**src/logic/uecp_defines.svh**
```systemverilog
// Register offsets, field positions, reset values and sizes of the port
`ifndef UECP_DEFINES_SVH
`define UECP_DEFINES_SVH

`define UECP_OFF_SETUP_BASE 8'h00
`define UECP_OFF_EP_STATUS 8'h20
`define UECP_OFF_EP_CONTROL 8'h21
`define UECP_OFF_IRQ_STATUS 8'h22
`define UECP_OFF_IRQ_ENABLE 8'h23
`define UECP_OFF_MAX_PACKET 8'h24
`define UECP_OFF_RX_COUNT 8'h25
`define UECP_OFF_POLARITY 8'h26
`define UECP_OFF_PIN_CONFIG 8'h27
`define UECP_OFF_PIN_STATUS 8'h28
`define UECP_OFF_FIFO_PORT 8'h29

`define UECP_STAT_RX_READY 0
`define UECP_STAT_SETUP_READY 2
`define UECP_STAT_TX_READY 4
`define UECP_IRQ_SETUP 0
`define UECP_IRQ_RX 6
`define UECP_IRQ_TX 7
`define UECP_POL_IRQ_OUT 0
`define UECP_POL_DREQ0 1
`define UECP_POL_DREQ1 2
`define UECP_POL_DACK0 3
`define UECP_POL_DACK1 4
`define UECP_CFG_PULLUP_MODE 0
`define UECP_CFG_PULLUP_ON 1

`define UECP_RST_POLARITY 8'h00
`define UECP_RST_PIN_CONFIG 2'h0
`define UECP_RST_MAX_PACKET 8'h08
`define UECP_FIFO_DEPTH 32
`define UECP_FIFO_AW 5
`define UECP_FIFO_FULL 6'h20
`define UECP_CNT_MAX 6'h3F

`endif

```
**src/logic/uecp_pkg.sv**
```systemverilog
// Types shared by the control endpoint port
package uecp_pkg;

    // Local bus pins as sampled
    typedef struct packed {
        logic csN;
        logic rdN;
        logic wrN;
        logic addr_format_select;
        logic ale;
        logic [7:0] addr;
        logic [7:0] adLow;
        logic [1:0] dack;
    } uecp_pins_t;

    // Byte stream and events from the serial engine
    typedef struct packed {
        logic byteValid;
        logic [7:0] byteData;
        logic setupPkt;
        logic pktEnd;
        logic txPop;
        logic txDone;
        logic busReset;
        logic lineIndet;
    } uecp_sie_t;

    typedef struct packed {
        uecp_pins_t pinMeta;
        uecp_pins_t pinSync;
        uecp_pins_t pinPrev;
        logic [7:0] latchedAddr;
        logic [7:0][7:0] setupB;
        logic [2:0] setupIdx;
        logic rxReady;
        logic setupReady;
        logic txReady;
        logic stall;
        logic [7:0] irqStat;
        logic [7:0] irqEn;
        logic [7:0] maxPacket;
        logic [5:0] rxCount;
        logic [5:0] pktCnt;
        logic [7:0] polarity;
        logic [1:0] pinCfg;
        logic [4:0] wrPtr;
        logic [4:0] rdPtr;
        logic [5:0] fifoCnt;
        logic [15:0] busDataOut;
        logic busOeN;
        logic irqOut;
        logic [1:0] dmaReq;
        logic lpOut;
        logic lpOeN;
        logic [7:0] txByte;
    } uecp_state_t;

endpackage

```
**src/logic/uecp_fifo_mem.sv**
```systemverilog
// Byte store of the control endpoint FIFO with registered read data
`timescale 1ns/1ps
`include "uecp_defines.svh"
module uecp_fifo_mem (
    // Clock
    input wire logic mclk,
    input wire logic ce,
    // Write port
    input wire logic we,
    input wire logic [4:0] waddr,
    input wire logic [7:0] wdata,
    // Read port
    input wire logic [4:0] raddr,
    output logic [7:0] rdata
);
    logic [7:0] mem [`UECP_FIFO_DEPTH];

    always_ff @(posedge mclk) begin
        if (ce) begin
            if (we) begin
                mem[waddr] <= wdata;
            end
            rdata <= mem[raddr];
        end
    end
endmodule

```
**src/logic/uecp_top.sv**
```systemverilog
// Local bus port and control endpoint logic of the USB device controller
//
// Contract
// Indeterminate lines block writes to USB-reset registers
// Interrupt and DMA requests default active low
// DMA acknowledges default active high, selectable
// Address latch strobe is active high
// Shared pin is latch strobe or pull-up control
// Sixteen-bit data bus, upper byte on high lines
// Low byte carries address and data when multiplexed
// Format select picks separate or multiplexed address
// Master drives chip select and strobes active low
// All control transfers run on endpoint zero
// One 32-byte FIFO for both directions
// Control read, write and no-data transfers supported
// Setup packet sets ready flag and status bit
// Setup interrupt gated by enable bit zero
// Packet-ready events reported in status bits six, seven
// Packet-ready interrupts gated by enable bits six, seven
// Host issues eleven standard requests on default pipe
// Eight setup bytes held in read-only registers
// Receive count holds last packet length, six bits
`timescale 1ns/1ps
`include "uecp_defines.svh"
module uecp_top (
    // Clock, reset, clock enable
    input wire logic mclk,
    input wire logic rst_n,
    input wire logic ce,
    // Local bus pins, raw
    input wire uecp_pkg::uecp_pins_t pinsIn,
    input wire logic [7:0] dataHighByteIn,
    output logic [7:0] muxedAddrDataLowOut,
    output logic muxedAddrDataLowOeN,
    output logic [7:0] dataHighByteOut,
    output logic dataHighByteOeN,
    // Shared latch / pull-up pin, output side
    output logic latchOrPullupPinOut,
    output logic latchOrPullupPinOeN,
    // Request outputs
    output logic irqOut,
    output logic [1:0] dmaRequestOut,
    // Serial engine side
    input wire uecp_pkg::uecp_sie_t sie,
    output logic [7:0] sieTxByte,
    output logic ep0TxArmed,
    output logic ep0Stall,
    output logic [7:0] ep0MaxPacket
);
    uecp_pkg::uecp_state_t st_r;
    uecp_pkg::uecp_state_t st_nxt;
    logic memWe;
    logic [4:0] memWaddr;
    logic [7:0] memWdata;
    logic [7:0] memRdata;
    logic rdStart;
    logic wrEnd;
    logic aleMode;
    logic [7:0] rdAddr;
    logic [7:0] wrAddr;
    logic [7:0] wrData;
    logic [1:0] dackAct;
    logic irqAct;

    // Edges come from the second and third sampling stages only
    assign rdStart = st_r.pinPrev.rdN && !st_r.pinSync.rdN &&
        !st_r.pinSync.csN;
    assign wrEnd = !st_r.pinPrev.wrN && st_r.pinSync.wrN &&
        !st_r.pinPrev.csN;
    assign aleMode = !st_r.pinCfg[`UECP_CFG_PULLUP_MODE];
    assign rdAddr = st_r.pinSync.addr_format_select ? st_r.latchedAddr :
        st_r.pinSync.addr;
    assign wrAddr = st_r.pinPrev.addr_format_select ? st_r.latchedAddr :
        st_r.pinPrev.addr;
    assign wrData = st_r.pinPrev.adLow;
    assign dackAct = st_r.pinSync.dack ^
        {st_r.polarity[`UECP_POL_DACK1], st_r.polarity[`UECP_POL_DACK0]};
    assign irqAct = |(st_r.irqStat & st_r.irqEn); // see R14

    function automatic logic [15:0] regRead(
        input logic [7:0] a,
        input uecp_pkg::uecp_state_t q,
        input logic [7:0] head,
        input logic [1:0] dk
    );
        logic [15:0] d;
        d = 16'h0000;
        if (a[7:3] == 5'h00) begin
            d[7:0] = q.setupB[a[2:0]];
            // Even offsets also return the next byte on the upper lines
            if (!a[0]) begin
                d[15:8] = q.setupB[a[2:0] + 3'h1];
            end
        end else begin
            case (a)
                `UECP_OFF_EP_STATUS: begin
                    d[`UECP_STAT_RX_READY] = q.rxReady;
                    d[`UECP_STAT_SETUP_READY] = q.setupReady;
                    d[`UECP_STAT_TX_READY] = q.txReady;
                end
                `UECP_OFF_EP_CONTROL: d[0] = q.stall;
                `UECP_OFF_IRQ_STATUS: d[7:0] = q.irqStat;
                `UECP_OFF_IRQ_ENABLE: d[7:0] = q.irqEn;
                `UECP_OFF_MAX_PACKET: d[7:0] = q.maxPacket;
                `UECP_OFF_RX_COUNT: d[5:0] = q.rxCount;
                `UECP_OFF_POLARITY: d[7:0] = q.polarity;
                `UECP_OFF_PIN_CONFIG: d[1:0] = q.pinCfg;
                `UECP_OFF_PIN_STATUS: d[1:0] = dk;
                `UECP_OFF_FIFO_PORT: d[7:0] = head;
                default: d = 16'h0000;
            endcase
        end
        return d;
    endfunction

    always_comb begin
        logic push;
        logic pop;
        logic usbWr;
        push = 1'h0;
        pop = 1'h0;
        usbWr = 1'h0;
        st_nxt = st_r;
        memWe = 1'h0;
        memWaddr = st_r.wrPtr;
        memWdata = wrData;

        st_nxt.pinMeta = pinsIn;
        st_nxt.pinSync = st_r.pinMeta;
        st_nxt.pinPrev = st_r.pinSync;
        if (aleMode && st_r.pinSync.ale) begin // see R4
            st_nxt.latchedAddr = st_r.pinSync.adLow;
        end
        // Register reads; a FIFO read pops unless the engine pops
        if (rdStart) begin
            st_nxt.busDataOut = regRead(rdAddr, st_r, memRdata, dackAct);
            if (rdAddr == `UECP_OFF_FIFO_PORT && st_r.fifoCnt != 6'h00 &&
                !sie.txPop) begin
                pop = 1'h1;
            end
        end
        st_nxt.busOeN = !(!st_r.pinSync.csN && !st_r.pinSync.rdN);
        // Register writes; USB-reset registers locked on bad lines
        usbWr = wrEnd && !sie.lineIndet;
        if (usbWr) begin
            case (wrAddr)
                `UECP_OFF_EP_STATUS: begin
                    if (wrData[`UECP_STAT_RX_READY]) begin
                        st_nxt.rxReady = 1'h0;
                    end
                    if (wrData[`UECP_STAT_SETUP_READY]) begin
                        st_nxt.setupReady = 1'h0;
                    end
                    if (wrData[`UECP_STAT_TX_READY]) begin
                        st_nxt.txReady = 1'h1;
                    end
                end
                `UECP_OFF_EP_CONTROL: st_nxt.stall = wrData[0];
                `UECP_OFF_IRQ_STATUS: st_nxt.irqStat = st_r.irqStat & ~wrData;
                `UECP_OFF_IRQ_ENABLE: st_nxt.irqEn = wrData;
                `UECP_OFF_MAX_PACKET: st_nxt.maxPacket = wrData;
                default: st_nxt.stall = st_nxt.stall;
            endcase
        end
        if (wrEnd) begin
            case (wrAddr)
                `UECP_OFF_POLARITY: st_nxt.polarity = wrData;
                `UECP_OFF_PIN_CONFIG: st_nxt.pinCfg = wrData[1:0];
                default: st_nxt.pinCfg = st_nxt.pinCfg;
            endcase
        end

        // Engine traffic: all of it belongs to endpoint zero
        if (sie.byteValid && sie.setupPkt) begin
            st_nxt.setupB[st_r.setupIdx] = sie.byteData;
            st_nxt.setupIdx = st_r.setupIdx + 3'h1;
        end else if (sie.byteValid) begin
            if (st_r.fifoCnt != `UECP_FIFO_FULL) begin
                push = 1'h1;
                memWdata = sie.byteData;
            end
            if (st_r.pktCnt != `UECP_CNT_MAX) begin
                st_nxt.pktCnt = st_r.pktCnt + 6'h01;
            end
        end else if (wrEnd && wrAddr == `UECP_OFF_FIFO_PORT &&
            st_r.fifoCnt != `UECP_FIFO_FULL) begin
            push = 1'h1;
        end
        if (sie.txPop && st_r.fifoCnt != 6'h00) begin
            pop = 1'h1;
            st_nxt.txByte = memRdata;
        end
        if (push) begin
            memWe = 1'h1;
            st_nxt.wrPtr = st_r.wrPtr + 5'h01;
        end
        if (pop) begin
            st_nxt.rdPtr = st_r.rdPtr + 5'h01;
        end
        if (push && !pop) begin
            st_nxt.fifoCnt = st_r.fifoCnt + 6'h01;
        end else if (pop && !push) begin
            st_nxt.fifoCnt = st_r.fifoCnt - 6'h01;
        end
        // Hardware sets come after software clears, so a set wins
        if (sie.pktEnd && sie.setupPkt) begin
            st_nxt.setupReady = 1'h1;
            st_nxt.irqStat[`UECP_IRQ_SETUP] = 1'h1;
            st_nxt.setupIdx = 3'h0;
            // New request drops any stale stage data
            st_nxt.txReady = 1'h0;
            st_nxt.stall = 1'h0;
            st_nxt.wrPtr = 5'h00;
            st_nxt.rdPtr = 5'h00;
            st_nxt.fifoCnt = 6'h00;
            memWe = 1'h0;
        end else if (sie.pktEnd) begin // see R15
            st_nxt.rxReady = 1'h1;
            st_nxt.irqStat[`UECP_IRQ_RX] = 1'h1;
            st_nxt.rxCount = st_r.pktCnt;
            st_nxt.pktCnt = 6'h00;
        end
        if (sie.txDone) begin
            st_nxt.txReady = 1'h0;
            st_nxt.irqStat[`UECP_IRQ_TX] = 1'h1;
        end
        if (sie.busReset) begin
            st_nxt.setupIdx = 3'h0;
            st_nxt.rxReady = 1'h0;
            st_nxt.setupReady = 1'h0;
            st_nxt.txReady = 1'h0;
            st_nxt.stall = 1'h0;
            st_nxt.irqStat = 8'h00;
            st_nxt.irqEn = 8'h00;
            st_nxt.maxPacket = `UECP_RST_MAX_PACKET;
            st_nxt.rxCount = 6'h00;
            st_nxt.pktCnt = 6'h00;
            st_nxt.wrPtr = 5'h00;
            st_nxt.rdPtr = 5'h00;
            st_nxt.fifoCnt = 6'h00;
            memWe = 1'h0;
        end

        st_nxt.irqOut = st_r.polarity[`UECP_POL_IRQ_OUT] ? irqAct :
            !irqAct;
        // No DMA channel is served, so both requests rest inactive
        st_nxt.dmaReq = ~{st_r.polarity[`UECP_POL_DREQ1],
            st_r.polarity[`UECP_POL_DREQ0]};
        st_nxt.lpOeN = aleMode;
        st_nxt.lpOut = !aleMode && st_r.pinCfg[`UECP_CFG_PULLUP_ON];
    end

    always_ff @(posedge mclk) begin
        if (!rst_n) begin
            st_r <= '0;
            st_r.pinMeta <= '1;
            st_r.pinSync <= '1;
            st_r.pinPrev <= '1;
            st_r.maxPacket <= `UECP_RST_MAX_PACKET;
            st_r.polarity <= `UECP_RST_POLARITY;
            st_r.pinCfg <= `UECP_RST_PIN_CONFIG;
            st_r.busOeN <= 1'h1;
            st_r.irqOut <= 1'h1;
            st_r.dmaReq <= 2'h3;
            st_r.lpOeN <= 1'h1;
        end else if (ce) begin
            st_r <= st_nxt;
        end
    end

    uecp_fifo_mem fifoMem (
        .mclk(mclk),
        .ce(ce),
        .we(memWe && ce),
        .waddr(memWaddr),
        .wdata(memWdata),
        .raddr(st_nxt.rdPtr),
        .rdata(memRdata)
    );

    assign muxedAddrDataLowOut = st_r.busDataOut[7:0];
    assign muxedAddrDataLowOeN = st_r.busOeN;
    assign dataHighByteOut = st_r.busDataOut[15:8];
    assign dataHighByteOeN = st_r.busOeN;
    assign latchOrPullupPinOut = st_r.lpOut;
    assign latchOrPullupPinOeN = st_r.lpOeN;
    assign irqOut = st_r.irqOut;
    assign dmaRequestOut = st_r.dmaReq;
    assign sieTxByte = st_r.txByte;
    assign ep0TxArmed = st_r.txReady;
    assign ep0Stall = st_r.stall;
    assign ep0MaxPacket = st_r.maxPacket;
endmodule

```
**config.mk**
```make
export PLATFORM = sky130hd
export DESIGN_NAME = uecp_top
export DESIGN_NICKNAME = d
export VERILOG_FILES = /design/src/logic/uecp_pkg.sv /design/src/logic/uecp_fifo_mem.sv /design/src/logic/uecp_top.sv
export VERILOG_INCLUDE_DIRS = /design/src /design/src/logic
export SDC_FILE = /design/constraint.sdc
export NUM_CORES = 1
export LEC_CHECK = 0
export BUFFER_PORTS_ARGS = -buffer_cell sky130_fd_sc_hd__buf_2
export CORE_MARGIN = 3
export CORE_UTILIZATION = 40
export CTS_CLUSTER_DIAMETER = 50
export DETAILED_ROUTE_END_ITERATION = 16
export MAX_ROUTING_LAYER = met4
export PLACE_DENSITY = 0.57
export SETUP_SLACK_MARGIN = 0.2
export SYNTH_ARGS = -nofsm -noshare
export SYNTH_HDL_FRONTEND = slang
export SYNTH_SLANG_ARGS = --single-unit
```
**constraint.sdc**
```tcl
create_clock -name mclk -period 12 [get_ports mclk]
set_input_delay 1.8 -clock mclk [delete_from_list [all_inputs] [get_ports mclk]]
set_output_delay 1.8 -clock mclk [all_outputs]
set_load 0.02 [all_outputs]
```
==> reports/qor.csv <==
metric,value,unit
status,"complete, no violations",
vias in the first global route,14200,
count of cell types in the netlist,72,
clock-pin slew on the worst setup and hold paths,0.06,ns
setup violators final,0,
CTS-repair resized insts,0,
initial core utilization,0.410,
Worst Skew,0.0242,ns
DIE AREA,0.0573,mm²
Setup TNS Final,0,ns
# H-tree levels,2,
Routed Antenna Nets,0,
Clock Tree Buf Depth,3,
grt met1 use,0.269,
grt met3 use,0.0271,
Port Buffers,81,
Net Sw Power,893,µW
final setup margin,5.83,ns
"most common cell after layout, fill and taps aside",nand2_1,
vias,15000,
Post-synth top flop,edfxtp_1,
Hold Buf Count CTS,0,
worst slew pin tran,1.23,ns
post-place setup slack,5.89,ns
Most Crowded Layer GR,met2,
nets@finish,2060,
Yosys warning total,0,
Hold Path Depth,2,
LEAKAGE,8.67,nW
Final Non-Filler Cells,2728,
maximum VDD drop,0.108,mV
Flop pwr share,0.476,
highest net fanout along the worst path,83,
cell area power density,158,mW/mm²
routed length per instance,20.8,µm
die height,239,µm
Area Growth Syn to Fin,12.0,%
Overflow after GRT,0,
final wirelength,56700,µm
largest net degree at the start of global routing,120,
Skew-Pair Late Insertion Delay,0.61,ns
Post-synth EDFFs,264,
most frequent cells in the layout,"nand2_1 (390), edfxtp_1 (264), dfxtp_1 (237), mux2i_1 (199), nor2b_1 (119)",
drt first pass iters,5,
Global Route Usage Sum,0.201,
"Net Count, Synth",2054,
combinational power share,0.062,
Critical Path End Type,register,
CP required,12.44,ns
CTS tree,done,
vias per cell,5.49,
"Hold Violations, Final",0,
Antenna diodes,0,
initial antenna violation count,0,
min-delay worst type,reg -> reg,
fraction of registers with async set/reset,0,
# IOs,90,
Final Critical Period,6.17,ns
FP Rows,84,
fin. max-slew vios,0,
Max Cap Viol,0,
number of synthesized register bits,501,
post-CTS setup buffers,0,
CP arrival,6.62,ns
kind of critical path,reg -> reg,
fill count,4951,
layout cell share with drive strength beyond 1,0.114,
register area share after synthesis,0.582,
WHS,0.461,ns
die width,239,µm
first-pass GRT wire length,86500,µm
total CTS buffers,59,
Mapped Cells,1988,
internal power,2.97,mW
RSZ-0062 raised after global routing,no,
fmax,162,MHz
clock network power share,0.462,
met2 Use GR,0.323,
DRC,0,
Iteration-0 DRC Markers,1228,
CTS sink cnt,501,
fin crit share,0.514,
Avg Synthesized Cell Area,11.0,µm²
routability cong.,0.896,
hpwl dp,35500,µm
Net Sw Frac,0.231,
root buf cell,clkbuf_16,
Core Area,0.0532,mm²
Setup crit start kind,register,
R2R depth,14,
Slew HR,0.175,
Post-Place Cells,2621,
mapped cell area,0.0218,mm²
-- area by class of cell --
cell class	instances	area, µm²	share of cell area
Clock buffer	73	1550	0.0635
Multi-Input combinational cell	1310	8280	0.340
Clock inverter	34	390	0.0160
Inverter	23	86.3	0.00354
Timing Repair Buffer	99	553	0.0227
Sequential cell	501	12700	0.519
Tap cell	688	861	0.0353
-- per-layer routing --
| layer | share of wire | vias up |
|---|---|---|
| met3 | 0.055 | 83 |
| li1 | - | 7112 |
| met2 | 0.48 | 468 |
| met5 | 0 | - |
| met4 | 0.021 | 0 |
| met1 | 0.45 | 7325 |
-- Yosys cell counts (3+ instances only) --
library cell | instances | share of area
nor3b_1 | 4 | 0.0014
buf_6 | 5 | 0.0026
buf_2 | 19 | 0.0044
nand2b_1 | 8 | 0.0023
o22ai_1 | 4 | 0.0011
nand3b_1 | 4 | 0.0014
a311oi_1 | 8 | 0.0032
and3_1 | 15 | 0.0043
a221oi_1 | 9 | 0.0036
buf_1 | 11 | 0.0019
a22oi_1 | 18 | 0.0062
nor4b_1 | 3 | 0.0012
nor4_1 | 3 | 0.00086
o21a_1 | 5 | 0.0017
nand3_1 | 104 | 0.024
a21oi_1 | 41 | 0.0094
inv_1 | 21 | 0.0036
clkbuf_1 | 80 | 0.014
or3_1 | 6 | 0.0017
a31oi_1 | 20 | 0.0057
a21o_1 | 3 | 0.0010
o21ai_0 | 34 | 0.0078
mux2_2 | 15 | 0.0078
xor2_1 | 9 | 0.0036
nand2_1 | 390 | 0.067
nor2_1 | 79 | 0.014
and2_1 | 18 | 0.0052
o211ai_1 | 6 | 0.0021
nor3_1 | 14 | 0.0032
edfxtp_1 | 264 | 0.36
xnor2_1 | 7 | 0.0028
nand4_1 | 54 | 0.016
mux4_2 | 8 | 0.0083
a22o_1 | 7 | 0.0028
a21boi_0 | 10 | 0.0034
mux2i_1 | 202 | 0.093
o21ai_1 | 6 | 0.0014
dfxtp_1 | 237 | 0.22
nor2b_1 | 119 | 0.034
ha_1 | 16 | 0.0092
a32oi_1 | 26 | 0.010
buf_4 | 39 | 0.013
-- metrics by stage --
| stage | total power [mW] | area [µm²] | utilization |
|---|---|---|---|
| after floorplan | 2.04 | 21800 | - |
| after global placement | 2.11 | 22500 | 0.422 |
| after detailed placement | 2.12 | 22500 | 0.422 |
| after CTS | 3.90 | 24400 | 0.459 |
| after global routing | 4.00 | 24400 | 0.459 |
| final | 3.87 | 24400 | 0.459 |
-- path summary, 6_finish.rpt --
kind / start / to / slack, ns
setup / recovery: st_nxt[190] / fifoMem.rdata[4] / 5.83
hold / removal: st_r[87] / st_r[87] / 0.46
setup reg to reg: st_nxt[190] / fifoMem.rdata[4] / 5.83
hold reg to reg: st_r[87] / st_r[87] / 0.46
-- cell families after synthesis --
| kind of cell | share of synthesized area |
|---|---|
| buffers and inverters | 0.0400 |
| AOI/OAI and AO/OA | 0.0715 |
| xor gates and xnor gates | 0.00643 |
| DFF | 0.582 |
| muxes | 0.110 |
| adders and majority gates | 0.0101 |
| and+or+nand+nor | 0.181 |
-- power groups by stage --
stage | registers, mW | clock network [mW] | logic [mW]
2_1_floorplan | 1.87 | 0 | 0.171
4_1_cts | 1.84 | 1.82 | 0.240
6_report | 1.84 | 1.79 | 0.238
5_1_grt | 1.84 | 1.90 | 0.261
3_3_place_gp | 1.88 | 0 | 0.236
3_5_place_dp | 1.88 | 0 | 0.239
-- state kept, by name, indices dropped and copies added, names as in the netlist, 2 cells and up --
| register | cells |
|---|---|
| fifoMem.mem | 256 |
| st_r | 138 |
| st_nxt | 46 |
| dataHighByteOut | 8 |
| ep0MaxPacket | 8 |
| fifoMem.rdata | 8 |
| muxedAddrDataLowOut | 8 |
| sieTxByte | 8 |
| wrData | 8 |
| memWaddr | 5 |
| dmaRequestOut | 2 |
-- critical path: stages (launching register included) --
cell      delay [ns]
dfxtp_1         0.63
mux2i_4         0.11
buf_4           0.27
inv_2           0.50
ha_1            0.49
or4bb_1         0.56
a221oi_4        0.32
o21a_2          0.36
mux2i_4         0.27
buf_4           0.50
buf_4           0.87
mux2i_1         0.20
a32oi_1         0.24
nand4_1         0.26
nand4_1         0.25
Power figures use the tool's default switching activity.
